$ cat src/timer_pkg.sv
package timer_pkg;

	// ------------------------------------------------------------
	// sizes
	// ------------------------------------------------------------
	localparam int CNT_W    = 16;
	localparam int CHAN_N   = 4;
	localparam int PAIR_N   = 3;
	localparam int DEAD_W   = 8;
	localparam int HALL_N   = 3;
	localparam int DMA_N    = CHAN_N + 1;

	// ------------------------------------------------------------
	// reset values
	// ------------------------------------------------------------
	localparam logic [CNT_W-1:0]  CNT_RST  = 16'h0000;
	localparam logic [CNT_W-1:0]  PSC_RST  = 16'h0000;
	localparam logic [DEAD_W-1:0] DEAD_RST = 8'h00;

	// ------------------------------------------------------------
	// counting modes and channel modes
	// ------------------------------------------------------------
	typedef enum logic [2:0] {
		CNT_UP     = 3'b001,
		CNT_DOWN   = 3'b010,
		CNT_CENTER = 3'b100
	} cnt_mode_e;

	typedef enum logic [3:0] {
		CH_CAPTURE = 4'b0001,
		CH_COMPARE = 4'b0010,
		CH_PWM     = 4'b0100,
		CH_ONEPULS = 4'b1000
	} chan_mode_e;

	// ------------------------------------------------------------
	// configuration carriers
	// ------------------------------------------------------------
	typedef struct packed {
		cnt_mode_e        mode;
		logic             enable;
		logic             one_pulse;
		logic             encoder;
		logic             sync_start;
		logic             freeze_en;
		logic [CNT_W-1:0] prescale;
		logic [CNT_W-1:0] reload;
	} cnt_cfg_s;

	typedef struct packed {
		chan_mode_e       mode;
		logic [CNT_W-1:0] compare;
	} chan_cfg_s;

	typedef struct packed {
		logic              out_en;
		logic [DEAD_W-1:0] dead;
		logic [HALL_N-1:0] hall_en;
		logic [DMA_N-1:0]  dma_en;
	} drive_cfg_s;

endpackage : timer_pkg

$ cat src/motor_control_pwm_timer.sv
`timescale 1ns/100ps

// Contract
// - auto-reload 16-bit counter counting up, down or up then down
// - 16-bit prescaler divides counter clock by any ratio 1 to 65536
// - four channels, each capture, compare, PWM or one-pulse
// - PWM edge-aligned, or centre-aligned using up/down counting
// - complementary outputs with programmable dead time between switchings
// - three complementary pairs give six phase outputs
// - duty cycle spans 0 to 100 percent, both ends reachable while reload is below FFFF
// - counter holds while processor halted in debug, if freeze enabled, unless a sync-start link trigger clears it
// - DMA requests from counter and channel events, independently
// - trigger exchange with other timers for synced start and chaining
// - quadrature encoder inputs drive counter up or down by direction
// - one to three hall sensor inputs captured for commutation timing
module motor_control_pwm_timer
	import timer_pkg::*;
#(
	parameter int CHANNELS = CHAN_N,
	parameter int PAIRS    = PAIR_N
) (
	// clock and reset
	input  wire logic                         clk_in,
	input  wire logic                         rst_in,
	// configuration
	input  wire cnt_cfg_s                     cnt_cfg_in,
	input  wire chan_cfg_s [CHANNELS-1:0]     chan_cfg_in,
	input  wire drive_cfg_s                   drive_cfg_in,
	// debug halt and timer link
	input  wire logic                         dbg_halt_in,
	input  wire logic                         trig_in,
	output logic                              trig_out,
	// pins from the field
	input  wire logic [CHANNELS-1:0]          cap_pin_in,
	input  wire logic                         enc_a_in,
	input  wire logic                         enc_b_in,
	input  wire logic [HALL_N-1:0]            hall_in,
	// pins to the power stage
	output logic      [CHANNELS-1:0]          pwm_out,
	output logic      [PAIRS-1:0]             pwm_n_out,
	// status and data
	output logic      [CNT_W-1:0]             count_out,
	output logic                              count_up_out,
	output logic                              running_out,
	output logic      [CHANNELS-1:0][CNT_W-1:0] capture_out,
	output logic      [CNT_W-1:0]             hall_capture_out,
	output logic                              hall_event_out,
	output logic      [CHANNELS:0]            dma_req_out
);

	// ------------------------------------------------------------
	// elaboration checks
	// ------------------------------------------------------------
	if (PAIRS > CHANNELS || CHANNELS < 1 || CHANNELS + 1 > DMA_N) begin : g_bad
		$error("unsupported channel or pair count");
	end

	// ------------------------------------------------------------
	// pin synchronisers
	// ------------------------------------------------------------
	localparam int SYN_W = CHANNELS + 2 + HALL_N;
	logic [SYN_W-1:0] syn1_q;
	logic [SYN_W-1:0] syn2_q;
	logic [SYN_W-1:0] prev_q;

	// two stages, then one more for edge detection on clean levels
	always_ff @(posedge clk_in or posedge rst_in) begin
		if (rst_in) begin
			syn1_q <= '0;
			syn2_q <= '0;
			prev_q <= '0;
		end else begin
			syn1_q <= {hall_in, enc_b_in, enc_a_in, cap_pin_in};
			syn2_q <= syn1_q;
			prev_q <= syn2_q;
		end
	end

	logic enc_a, enc_b, enc_pa, enc_pb, enc_step, enc_up;
	assign enc_a    = syn2_q[CHANNELS];
	assign enc_b    = syn2_q[CHANNELS+1];
	assign enc_pa   = prev_q[CHANNELS];
	assign enc_pb   = prev_q[CHANNELS+1];
	// x4 decode; a double change is a lost step and is dropped
	assign enc_step = (enc_a ^ enc_pa) ^ (enc_b ^ enc_pb);
	assign enc_up   = enc_a ^ enc_pb;

	// ------------------------------------------------------------
	// prescaler and counter
	// ------------------------------------------------------------
	logic [CNT_W-1:0] cnt_q, cnt_d, psc_q, psc_d;
	logic             dir_q, dir_d, run_q, run_d, en_q;
	logic             advance, tick, up_now, upd, start;
	logic             any_onepulse;

	always_comb begin
		any_onepulse = 1'b0;
		for (int i = 0; i < CHANNELS; i++) begin
			if (chan_cfg_in[i].mode == CH_ONEPULS) begin
				any_onepulse = 1'b1;
			end
		end
	end

	// freeze only while halted and enabled
	assign advance = run_q & ~(cnt_cfg_in.freeze_en & dbg_halt_in);
	// either synchronised start by the link or a plain enable edge
	assign start = cnt_cfg_in.sync_start ? trig_in
	             : (cnt_cfg_in.enable & ~en_q);

	always_comb begin
		psc_d  = psc_q;
		cnt_d  = cnt_q;
		dir_d  = dir_q;
		upd    = 1'b0;
		tick   = 1'b0;
		up_now = 1'b1;
		if (cnt_cfg_in.encoder) begin
			tick   = advance & enc_step;
			up_now = enc_up;
		end else begin
			// ratio is prescale + 1, so 0..FFFF covers 1..65536
			if (advance) begin
				psc_d = (psc_q == cnt_cfg_in.prescale) ? PSC_RST
				      : psc_q + 16'h0001;
			end
			tick = advance & (psc_q == cnt_cfg_in.prescale);
			case (cnt_cfg_in.mode)
				CNT_UP:     up_now = 1'b1;
				CNT_DOWN:   up_now = 1'b0;
				CNT_CENTER: up_now = dir_q;
				default:    up_now = 1'b1;
			endcase
		end
		if (tick) begin
			if (!cnt_cfg_in.encoder && cnt_cfg_in.mode == CNT_CENTER) begin
				// centre mode turns round at both ends
				if (up_now && cnt_q >= cnt_cfg_in.reload) begin
					dir_d = 1'b0;
					cnt_d = (cnt_q == CNT_RST) ? CNT_RST : cnt_q - 16'h0001;
					upd   = 1'b1;
				end else if (!up_now && cnt_q == CNT_RST) begin
					dir_d = 1'b1;
					cnt_d = (cnt_cfg_in.reload == CNT_RST) ? CNT_RST
					      : cnt_q + 16'h0001;
					upd   = 1'b1;
				end else begin
					cnt_d = up_now ? cnt_q + 16'h0001 : cnt_q - 16'h0001;
				end
			end else if (up_now) begin
				dir_d = 1'b1;
				if (cnt_q >= cnt_cfg_in.reload) begin
					cnt_d = CNT_RST;
					upd   = 1'b1;
				end else begin
					cnt_d = cnt_q + 16'h0001;
				end
			end else begin
				dir_d = 1'b0;
				if (cnt_q == CNT_RST) begin
					cnt_d = cnt_cfg_in.reload;
					upd   = 1'b1;
				end else begin
					cnt_d = cnt_q - 16'h0001;
				end
			end
		end
		run_d = cnt_cfg_in.enable & (run_q | start);
		// one-pulse stops at the update; encoder mode never stops itself
		if (upd && !cnt_cfg_in.encoder
		    && (cnt_cfg_in.one_pulse || any_onepulse)) begin
			run_d = 1'b0;
		end
		if (cnt_cfg_in.sync_start && trig_in && cnt_cfg_in.enable) begin
			cnt_d = CNT_RST;
			psc_d = PSC_RST;
			dir_d = 1'b1;
		end
	end

	always_ff @(posedge clk_in or posedge rst_in) begin
		if (rst_in) begin
			cnt_q <= CNT_RST;
			psc_q <= PSC_RST;
			dir_q <= 1'b1;
			run_q <= 1'b0;
			en_q  <= 1'b0;
		end else begin
			cnt_q <= cnt_d;
			psc_q <= psc_d;
			dir_q <= dir_d;
			run_q <= run_d;
			en_q  <= cnt_cfg_in.enable;
		end
	end

	assign count_out    = cnt_q;
	assign count_up_out = dir_q;
	assign running_out  = run_q;

	// ------------------------------------------------------------
	// channels with dead-time stage
	// ------------------------------------------------------------
	logic [CHANNELS-1:0] ch_evt;
	logic [CHANNELS-1:0] pn_q;

	for (genvar i = 0; i < CHANNELS; i++) begin : g_ch
		logic [CNT_W-1:0]  cap_q, cap_d;
		logic              tog_q, tog_d, ref_q, ref_d, p_q, p_d, n_d;
		logic [DEAD_W-1:0] dt_q, dt_d;
		logic              cref, edge_in, match;

		assign edge_in = syn2_q[i] & ~prev_q[i];
		assign match   = tick & (cnt_q == chan_cfg_in[i].compare);

		always_comb begin
			cap_d     = cap_q;
			tog_d     = tog_q;
			cref      = 1'b0;
			ch_evt[i] = 1'b0;
			case (chan_cfg_in[i].mode)
				CH_CAPTURE: begin
					if (edge_in) begin
						cap_d     = cnt_q;
						ch_evt[i] = 1'b1;
					end
				end
				CH_COMPARE: begin
					if (match) begin
						tog_d     = ~tog_q;
						ch_evt[i] = 1'b1;
					end
					cref = tog_q;
				end
				CH_PWM: begin
					// compare 0 gives 0%, compare above reload gives 100%
					cref      = cnt_q < chan_cfg_in[i].compare;
					ch_evt[i] = match;
				end
				CH_ONEPULS: begin
					cref      = run_q & (cnt_q >= chan_cfg_in[i].compare);
					ch_evt[i] = match;
				end
				default: cref = 1'b0;
			endcase
			// any change of reference restarts the dead interval
			ref_d = cref;
			dt_d  = dt_q;
			if (cref != ref_q) begin
				dt_d = drive_cfg_in.dead;
			end else if (dt_q != DEAD_RST) begin
				dt_d = dt_q - 8'h01;
			end
			// both sides low while the interval runs
			p_d = drive_cfg_in.out_en & ref_d & (dt_d == DEAD_RST);
			n_d = drive_cfg_in.out_en & ~ref_d & (dt_d == DEAD_RST);
		end

		always_ff @(posedge clk_in or posedge rst_in) begin
			if (rst_in) begin
				cap_q    <= CNT_RST;
				tog_q    <= 1'b0;
				ref_q    <= 1'b0;
				dt_q     <= DEAD_RST;
				p_q      <= 1'b0;
				pn_q[i]  <= 1'b0;
			end else begin
				cap_q    <= cap_d;
				tog_q    <= tog_d;
				ref_q    <= ref_d;
				dt_q     <= dt_d;
				p_q      <= p_d;
				pn_q[i]  <= n_d;
			end
		end

		assign pwm_out[i]     = p_q;
		assign capture_out[i] = cap_q;
		// only the first pairs have a complement pin
		if (i < PAIRS) begin : g_pair
			assign pwm_n_out[i] = pn_q[i];
		end
	end

	// ------------------------------------------------------------
	// hall sensors, trigger out and DMA requests
	// ------------------------------------------------------------
	logic [CNT_W-1:0]   hall_cap_q, hall_cap_d;
	logic               hall_evt_q, hall_evt_d, trig_q;
	logic [CHANNELS:0]  dma_q, dma_d;
	logic [HALL_N-1:0]  hall_now, hall_old;

	assign hall_now = syn2_q[SYN_W-1 -: HALL_N];
	assign hall_old = prev_q[SYN_W-1 -: HALL_N];

	always_comb begin
		// unused sensors are masked so one to three may be fitted
		hall_evt_d = |((hall_now ^ hall_old) & drive_cfg_in.hall_en);
		hall_cap_d = hall_evt_d ? cnt_q : hall_cap_q;
		dma_d      = {ch_evt, upd}
		           & drive_cfg_in.dma_en[CHANNELS:0];
	end

	always_ff @(posedge clk_in or posedge rst_in) begin
		if (rst_in) begin
			hall_cap_q <= CNT_RST;
			hall_evt_q <= 1'b0;
			dma_q      <= '0;
			trig_q     <= 1'b0;
		end else begin
			hall_cap_q <= hall_cap_d;
			hall_evt_q <= hall_evt_d;
			dma_q      <= dma_d;
			trig_q     <= upd;
		end
	end

	assign hall_capture_out = hall_cap_q;
	assign hall_event_out   = hall_evt_q;
	assign dma_req_out      = dma_q;
	assign trig_out         = trig_q;

endmodule : motor_control_pwm_timer

$ cat config.mk
export PLATFORM = sky130hd
export DESIGN_NAME = motor_control_pwm_timer
export DESIGN_NICKNAME = d
export VERILOG_FILES = /design/src/timer_pkg.sv /design/src/motor_control_pwm_timer.sv
export SDC_FILE = /design/constraint.sdc
export NUM_CORES = 1
export LEC_CHECK = 0
export ABC_AREA = 1
export ABC_CLOCK_PERIOD_IN_PS = 8400
export BUFFER_PORTS_ARGS = -buffer_cell sky130_fd_sc_hd__buf_2
export CORE_UTILIZATION = 29
export CTS_BUF_LIST = sky130_fd_sc_hd__clkbuf_16
export DETAILED_ROUTE_END_ITERATION = 7
export HOLD_SLACK_MARGIN = 0.15
export MAX_ROUTING_LAYER = met4
export PLACE_DENSITY = 0.5
export SLEW_MARGIN = 20
export SYNTH_ARGS = -nofsm -noshare
export SYNTH_HDL_FRONTEND = slang
export SYNTH_SLANG_ARGS = --single-unit
$ cat constraint.sdc
create_clock -name clk_in -period 8.4 [get_ports clk_in]
set_input_delay 1.26 -clock clk_in [delete_from_list [all_inputs] [get_ports clk_in]]
set_output_delay 1.26 -clock clk_in [all_outputs]
set_load 0.005 [all_outputs]
==> results of run 1 <==
layout make-up:
| type | instances | area share |
|---|---|---|
| Multi-Input combinational cell | 1174 | 0.428 |
| Sequential cell | 196 | 0.327 |
| Timing Repair Buffer | 271 | 0.0924 |
| Inverter | 247 | 0.0624 |
| Tap cell | 539 | 0.0450 |
| Clock buffer | 17 | 0.0284 |
| Clock inverter | 15 | 0.0155 |
| Antenna cell | 6 | 0.00100 |
flip-flops by register name, indices dropped and copies added, names as in the netlist:
register and count:
dma_req_out 5, hall_capture_out 16, count_out 16, psc_q 16, syn2_q 9, prev_q 9, hall_event_out 1, g_ch.p_q 4
g_ch.dt_q 32, trig_out 1, syn1_q 9, en_q 1, g_ch.tog_q 4, g_ch.ref_q 4, running_out 1, pwm_n_out 3
count_up_out 1, g_ch.cap_q 64
metrics by stage:
step	util	worst slack (ps)	hold WS (ps)	instances
after floorplan	-	1800	331	1651
after global placement	0.341	4650	333	2427
after detailed placement	0.341	4570	336	2427
after CTS	0.356	5080	355	2459
after global routing	0.357	4550	355	2464
final	0.357	4960	352	2465
power by group:
part | switching (mW) | total, mW | leakage (nW) | internal (mW)
clock network | 0.469 | 0.918 | 0.316 | 0.449
registers | 0.207 | 1.33 | 2.53 | 1.13
logic | 0.896 | 1.41 | 5.26 | 0.509
logic make-up after synthesis:
group / share of synthesized area
flops: 0.395
compound gates: 0.109
xor+xnor: 0.0381
fa+ha+maj: 0.0927
simple gates: 0.278
buf+inv: 0.0875
placed cells by master, fill, tap and decap left out, types with 25 or more instances in the layout:
cell type                 synthesis  final
sky130_fd_sc_hd__a21oi_1         82     82
sky130_fd_sc_hd__buf_2            9    261
sky130_fd_sc_hd__dfrtp_1        195    195
sky130_fd_sc_hd__ha_1            92     92
sky130_fd_sc_hd__inv_1          230    229
sky130_fd_sc_hd__nand2_1        391    391
sky130_fd_sc_hd__nand3_1        117    117
sky130_fd_sc_hd__nand4_1         28     28
sky130_fd_sc_hd__nor2_1         155    155
sky130_fd_sc_hd__o21ai_0        115    114
sky130_fd_sc_hd__xnor2_1         25     25
sky130_fd_sc_hd__xor2_1          29     29
worst paths after layout:
| kind | startpoint | to | slack [ps] | depth (start not counted) |
|---|---|---|---|---|
| max | cnt_cfg_in[1] | count_up_out | 4960 | 15 |
| min | syn1_q[4] | syn2_q[4] | 350 | 0 |
| max reg2reg | count_out[1] | count_out[12] | 5090 | 12 |
| min reg2reg | syn1_q[4] | syn2_q[4] | 350 | 0 |
| max in group asynchronous | rst_in | prev_q[5] | 6220 | 3 |
| min in group asynchronous | rst_in | g_ch[0].cap_q[13] | 940 | 2 |
layer usage:
layer  up-vias  GRT usage
li1       5863          -
met1      5492      0.252
met2       359      0.339
met3        45     0.0528
met4         0     0.0581
met5         -          -
worst max-delay path, stage by stage:
cell and delay [ps]:
sky130_fd_sc_hd__buf_2 120, sky130_fd_sc_hd__inv_1 70, sky130_fd_sc_hd__ha_1 300, sky130_fd_sc_hd__a21oi_1 140
sky130_fd_sc_hd__o21ai_0 80, sky130_fd_sc_hd__nand2_1 60, sky130_fd_sc_hd__o211ai_1 80, sky130_fd_sc_hd__nand2_1 70
sky130_fd_sc_hd__nand3_1 160, sky130_fd_sc_hd__nand2_1 460, sky130_fd_sc_hd__inv_2 240, sky130_fd_sc_hd__nor2_1 440
sky130_fd_sc_hd__nand3_1 120, sky130_fd_sc_hd__a21oi_1 170, sky130_fd_sc_hd__nor2_1 60
==> metrics.log, run 1 <==
INFO  metric placement.cell_area = around 14,000 µm²
INFO  metric detail_route.wirelength = approximately 43,000 µm
INFO  metric setup.worst_path.class = input port to flop
INFO  metric period_minus_slack = ~3400 ps
INFO  metric pin_count_of_the_biggest_net_entering_global_routing = between 100 and 150
INFO  metric layout_worst_path_cycle_share = 0.409
INFO  metric irDropWorstVdd = between 0.1 and 0.15 mV
INFO  metric crit_path_end_kind = flop
INFO  metric slew_headroom = 0.310
INFO  metric maxClockFrequency = between 0.2 and 0.3 GHz
INFO  metric filler_cell_count = roughly 4,500
INFO  metric cts-resized-gates = 0
INFO  metric placement_rows = 75
INFO  metric floorplan.die.height = 209 µm
INFO  metric overflow = 0
INFO  metric die_area = 43,600 µm²
INFO  metric yosys-top-cells-area = sky130_fd_sc_hd__dfrtp_1 (39%), sky130_fd_sc_hd__nand2_1 (12%), sky130_fd_sc_hd__ha_1 (9.3%), sky130_fd_sc_hd__inv_1 (7.0%), sky130_fd_sc_hd__nand3_1 (4.7%)
INFO  metric critical_path_required = around 9000 ps
INFO  metric run_status = finished clean
INFO  metric post_synthesis_cell_type_count = 48
INFO  metric initial_core_util = 0.295
INFO  metric first_global_vias = approximately 12,000
INFO  metric tritoncts = built
INFO  metric wl_met1 = 18,700 µm
INFO  metric post_synth_arst_share = 1.00
INFO  metric port_buffers = 261
INFO  metric worstSkewPairLatency = 460 ps
INFO  metric synthesis.yosys.warnings = 0
INFO  metric num-nets-final = 2,149
INFO  metric post-route-drc-count = 0
INFO  metric drt-wirelength-per-cell = roughly 17 µm
INFO  metric post_cts_buffers = 0
INFO  metric core_area = about 42,000 µm²
INFO  metric syn-instance-count = approximately 1,700
INFO  metric met2RoutedLength = between 20,000 and 25,000 µm
INFO  metric cp_startpoint_kind = input port
INFO  metric synth.ff_latch_count = slightly below 200
INFO  metric post-synth-top-area-cell = sky130_fd_sc_hd__dfrtp_1
INFO  metric finalSetupViolations = 0
INFO  metric clock_sinks = between 150 and 200
INFO  metric detailedRoute.firstIterationViolations = about 740
INFO  metric worst_pin_slew = approximately 1000 ps
INFO  metric ys_seq_area_frac = 0.395
INFO  metric antenna_found_initial = 7
INFO  metric routed-wl-met3 = 2900 µm
INFO  metric numCtsBuffers = 17
INFO  metric pin_count = between 200 and 300
INFO  metric buffers_from_clock_root_to_sink_at_most = 2
INFO  metric synthTopCellsByCount = sky130_fd_sc_hd__nand2_1 (391), sky130_fd_sc_hd__inv_1 (230), sky130_fd_sc_hd__dfrtp_1 (195), sky130_fd_sc_hd__nor2_1 (155), sky130_fd_sc_hd__nand3_1 (117)
INFO  metric gp_routability_congestion = between 0.9 and 1
INFO  metric post_route_cells_drive_above_1_share = 0.193
INFO  metric drv_slew = 0
INFO  metric dpl.hpwl = 33,100 µm
INFO  metric setup_total_negative_slack = 0 ps
INFO  metric yosys.area.top_type_share = 0.393
INFO  metric hold_path_class = flop to flop
INFO  metric multi_input_combinational_cell_area = 6420 µm²
INFO  metric area_delta_synth_final = 20.8%
INFO  metric cp.arrival = 3840 ps
INFO  metric cts.clk_slew.worst_paths = around 90 ps
INFO  metric synth_enable_flop_cells = 0
INFO  metric synthesis.area = roughly 12,000 µm²
INFO  metric design_power_total = around 3.7 mW
INFO  metric htreeDepth = 4
INFO  metric p_leak = slightly above 8 nW
INFO  metric final-seq-area = between 4000 and 5000 µm²
INFO  metric postSynthAreaPerCell = ~7.5 µm²
INFO  metric drv_cap = 0
INFO  metric grt_util_all_layers = 0.207
INFO  metric die-width = about 210 µm
INFO  metric route.antenna.remaining_nets = 0
INFO  metric clockRootBuffer = sky130_fd_sc_hd__clkbuf_16
INFO  metric critical_path.max_fanout = 14
INFO  metric timing.clock.skew = roughly 17 ps
INFO  metric timing.final.hold_violations = 0
INFO  metric detail_route.vias_per_cell = 4.77
INFO  metric post-synth-top-count-cell = sky130_fd_sc_hd__nand2_1
INFO  metric global_route_wire_length_before_repair = 66,600 µm
INFO  metric grt_setup_unrepaired = no
INFO  metric finalInstanceArea = about 15,000 µm²
INFO  metric syn-num-nets = around 1,900
INFO  metric drt_first_pass_iters = 8
INFO  metric power.density_cell_area = between 200 and 250 nW/µm²
INFO  metric num_vias = around 12,000
INFO  metric highest_routed_metal_layer = met4
INFO  metric ys.flop_type = sky130_fd_sc_hd__dfrtp_1
INFO  metric cts_hold_repair.buffers = 0
(Power assumes the default switching activity.)
==> inputs of run 2 (changes only) <==
--- a/config.mk
+++ b/config.mk
@@ -5,8 +5,8 @@
 export SDC_FILE = /design/constraint.sdc
 export NUM_CORES = 1
 export LEC_CHECK = 0
-export ABC_AREA = 1
-export ABC_CLOCK_PERIOD_IN_PS = 8400
+export ABC_AREA = 0
+export ABC_CLOCK_PERIOD_IN_PS = 3350
 export BUFFER_PORTS_ARGS = -buffer_cell sky130_fd_sc_hd__buf_2
 export CORE_UTILIZATION = 29
 export CTS_BUF_LIST = sky130_fd_sc_hd__clkbuf_16
==> constraint.sdc (replaced) <==
create_clock -name clk_in -period 3.35 [get_ports clk_in]
set_input_delay 0.5025 -clock clk_in [delete_from_list [all_inputs] [get_ports clk_in]]
set_output_delay 0.5025 -clock clk_in [all_outputs]
set_load 0.005 [all_outputs]
==> run 2 against run 1 <==
  * Non-clock buffer count grew 81
  * Largest power group unchanged
  * Final cell count shrank 13%
  * Final area grew 2.4%
  * Clock skew grew 6.2 ps
  * Setup slack lost 4800 ps
  * Core utilization grew 1.6 points
  * Count of clock-buffer cells in the layout is the same
  * Combinational power grew 150%
  * Global-route usage grew 0.99 points
  * Synthesized cell count shrank 23%
  * Sequential power grew 150%
  * Flip-flop and latch count is the same
==> metrics.log, run 2 <==
INFO  metric grt_util_all_layers = 0.217
INFO  metric timing.clock.skew = about 23 ps
INFO  metric grt.busiest_layer = met2
INFO  metric tritoncts = built
INFO  metric maxClockFrequency = approximately 0.31 GHz
INFO  metric filler_cell_count = roughly 4,200
INFO  metric post_route_cells_drive_above_1_share = 0.312
INFO  metric worstSkewPairLatency = 500 ps
INFO  metric crit_path_end_kind = flop
INFO  metric post_synth_arst_share = 1.00
INFO  metric htreeDepth = 4
INFO  metric post-synth-top-area-cell = sky130_fd_sc_hd__dfrtp_1
INFO  metric area_delta_synth_final = 25.4%
INFO  metric finalInstanceArea = between 15,000 and 20,000 µm²
INFO  metric num-nets-final = around 1,800
INFO  metric detail_route.vias_per_cell = between 5 and 6
INFO  metric critical_path.max_fanout = 8
INFO  metric floorplan.die.height = between 200 and 250 µm
INFO  metric layout_worst_path_cycle_share = 0.950
INFO  metric run_status = finished clean
INFO  metric ys_seq_area_frac = 0.401
INFO  metric period_minus_slack = approximately 3200 ps
INFO  metric synth_enable_flop_cells = 0
INFO  metric yosys.area.top_type_share = 0.399
INFO  metric detailedRoute.firstIterationViolations = roughly 690
INFO  metric post_cts_buffers = 0
INFO  metric irDropWorstVdd = 0.441 mV
INFO  metric drv_cap = 0
INFO  metric grt_util_met3 = 0.0528
INFO  metric yosys-top-cells-area = sky130_fd_sc_hd__dfrtp_1 (40%), sky130_fd_sc_hd__ha_1 (9.4%), sky130_fd_sc_hd__mux2_2 (9.3%), sky130_fd_sc_hd__xnor2_1 (3.8%), sky130_fd_sc_hd__nand2_1 (3.3%)
INFO  metric overflow = 0
INFO  metric largest_register_ffs = 64
INFO  metric synthesis.area = 12,200 µm²
INFO  metric placement_rows = 74
INFO  metric crit_reg_reg_startpoint = count_out[8]
INFO  metric num_vias = ~11,000
INFO  metric p_leak = ~7.6 nW
INFO  metric finalSetupViolations = 0
INFO  metric numCtsBuffers = 17
INFO  metric detail_route.wirelength = roughly 45,000 µm
INFO  metric cts.clk_slew.worst_paths = 90 ps
INFO  metric drt-wirelength-per-cell = between 20 and 25 µm
INFO  metric cp.arrival = ~3600 ps
INFO  metric first_global_vias = ~11,000
INFO  metric placement.cell_area = between 10,000 and 15,000 µm²
INFO  metric clock_sinks = slightly below 200
INFO  metric synthTopCellsByCount = sky130_fd_sc_hd__dfrtp_1 (195), sky130_fd_sc_hd__nand2_1 (109), sky130_fd_sc_hd__inv_1 (106), sky130_fd_sc_hd__mux2_2 (101)
INFO  metric yosys.area_share.adder = 0.0940
INFO  metric syn-num-nets = 1,516
INFO  metric simple_gate_area_share_of_the_yosys_netlist = 0.164
INFO  metric crit_start = count_out[8]
INFO  metric timing.final.hold_violations = 0
INFO  metric worst_pin_slew = between 700 and 800 ps
INFO  metric power.density_cell_area = just under 600 nW/µm²
INFO  metric share_of_the_synthesized_area_in_compound_gates_ao_oa_aoi_oai = 0.130
INFO  metric pin_count = approximately 260
INFO  metric final.hold.worst_slack = 150 ps
INFO  metric setup.worst_path.class = flop to flop
INFO  metric synthesis.yosys.warnings = 0
INFO  metric ys.flop_type = sky130_fd_sc_hd__dfrtp_1
INFO  metric syn-instance-count = approximately 1,300
INFO  metric postSynthAreaPerCell = between 9 and 10 µm²
INFO  metric buffers_from_clock_root_to_sink_at_most = 2
INFO  metric largest_registers = g_ch.cap_q: 64 flops, g_ch.dt_q: 32 flops
INFO  metric critical_path_required = roughly 3700 ps
INFO  metric post-synth-top-count-cell = sky130_fd_sc_hd__dfrtp_1
INFO  metric grt_met1_use = 0.270
INFO  metric cp_startpoint_kind = flop
INFO  metric antenna_found_initial = 4
INFO  metric drv_slew = 0
INFO  metric core_area = 41,200 µm²
INFO  metric pin_count_of_the_biggest_net_entering_global_routing = 100
INFO  metric commonest_cells_after_routing_fill_and_taps_aside = sky130_fd_sc_hd__buf_2 (261), sky130_fd_sc_hd__dfrtp_1 (195), sky130_fd_sc_hd__nand2_1 (109), sky130_fd_sc_hd__inv_1 (105), sky130_fd_sc_hd__mux2_2 (101)
INFO  metric drt_first_pass_iters = 5
INFO  metric die_area = around 43,000 µm²
INFO  metric synthesized_area_fraction_occupied_by_xor_and_xnor_cells = 0.0622
INFO  metric design_power_total = around 8.9 mW
INFO  metric hold_path_class = input port to async pin
INFO  metric synth_top_family_by_area = simple AND/OR/NAND/NOR gates
INFO  metric grtUsageMet2 = 0.337
INFO  metric global_route_wire_length_before_repair = around 67,000 µm
INFO  metric dpl.hpwl = approximately 35,000 µm
INFO  metric clockRootBuffer = sky130_fd_sc_hd__clkbuf_16
INFO  metric route.antenna.remaining_nets = 0
INFO  metric post_synth_mux_area_share = 0.0986
INFO  metric post-route-drc-count = 0
INFO  metric die-width = 207 µm
INFO  metric port_buffers = 261
INFO  metric gp_routability_congestion = between 0.9 and 1
INFO  metric largest_register = g_ch.cap_q
INFO  metric post_synthesis_cell_type_count = 87
INFO  metric final_common_cell = sky130_fd_sc_hd__buf_2
INFO  metric setup_total_negative_slack = 0 ps
INFO  metric slew_headroom = 0.478
INFO  metric grt_setup_unrepaired = no
INFO  metric initial_core_util = 0.297
INFO  metric synth.ff_latch_count = a little under 200
==> run 2: changes by cell type in the layout (fill, tap and decap cells not counted), moves of 12 or more <==
cell,delta
sky130_fd_sc_hd__inv_2,-12
sky130_fd_sc_hd__or3_1,+12
sky130_fd_sc_hd__nand2_1,-282
sky130_fd_sc_hd__xnor2_1,+28
sky130_fd_sc_hd__nor3_1,+16
sky130_fd_sc_hd__mux2_2,+101
sky130_fd_sc_hd__nor4b_1,+16
sky130_fd_sc_hd__nand2_2,-16
sky130_fd_sc_hd__o21ai_0,-45
sky130_fd_sc_hd__buf_4,+68
sky130_fd_sc_hd__nand3_1,-94
sky130_fd_sc_hd__nor2_1,-63
sky130_fd_sc_hd__o21ai_1,-16
sky130_fd_sc_hd__inv_1,-124
==> run 2: per-layer routing <==
layer  share of wire  up-vias  wire length (µm)
li1                -     5174                 -
met1            0.44     5268             19800
met2            0.46      358             20800
met3           0.066       65              2970
met4           0.029        0              1300
met5               0        -                 0
==> run 2: path summary, 6_finish.rpt <==
path / to / slack (ps) / cells after the start
max: g_ch[1].dt_q[2] / 170 / 8
min: prev_q[0] / 150 / 3
max reg2reg: g_ch[1].dt_q[2] / 170 / 8
min reg2reg: syn2_q[3] / 350 / 0
max in group asynchronous: psc_q[7] / 2650 / 3
min in group clk_in: dma_req_out[0] / 230 / 2
==> run 2: per-stage QoR <==
step,cells,util,setup WS (ps)
final,2141,0.373,169
after detailed placement,2095,0.356,-20.7
after CTS,2137,0.372,2.43
after global placement,2095,0.356,60.1
after floorplan,1274,-,316
after global routing,2141,0.373,17.1
==> run 2: cell type report <==
class,instances,area [µm²],share of cell area
Timing Repair Buffer,352,2060,0.134
Antenna cell,4,10.0,0.000652
Tap cell,532,666,0.0433
Sequential cell,196,4910,0.319
Clock inverter,15,158,0.0103
Inverter,106,402,0.0262
Multi-Input combinational cell,919,6730,0.438
Clock buffer,17,425,0.0277
==> run 2: logic make-up after synthesis <==
family / Yosys count
multiplexers: 108
AO/OA/AOI/OAI: 249
XOR/XNOR: 84
AND/OR/NAND/NOR: 386
buffers and inverters: 159
flip-flops: 196
adder cells (fa/ha/maj): 92
==> run 2: where the power goes <==
group | total (mW) | internal (mW) | switching, mW
clock network | 2.10 | 0.993 | 1.11
logic | 3.48 | 1.61 | 1.86
registers | 3.29 | 2.82 | 0.468
total | 8.87 | 5.43 | 3.44
==> run 2: critical path: stages, from the launching register on <==
cell,delay [ps]
sky130_fd_sc_hd__dfrtp_1,520
sky130_fd_sc_hd__ha_1,340
sky130_fd_sc_hd__nand4_1,220
sky130_fd_sc_hd__or4_1,620
sky130_fd_sc_hd__or3_1,340
sky130_fd_sc_hd__a21oi_1,230
sky130_fd_sc_hd__a221oi_4,90
sky130_fd_sc_hd__xnor2_4,320
sky130_fd_sc_hd__mux2_2,380
==> run 2: timing repair <==
item | CTS | global route
endpoints found under the setup margin | 0 | 9
endpoints found under the hold margin | 10 | 0
resized for setup | 0 | 3
hold buffers | 10 | 0
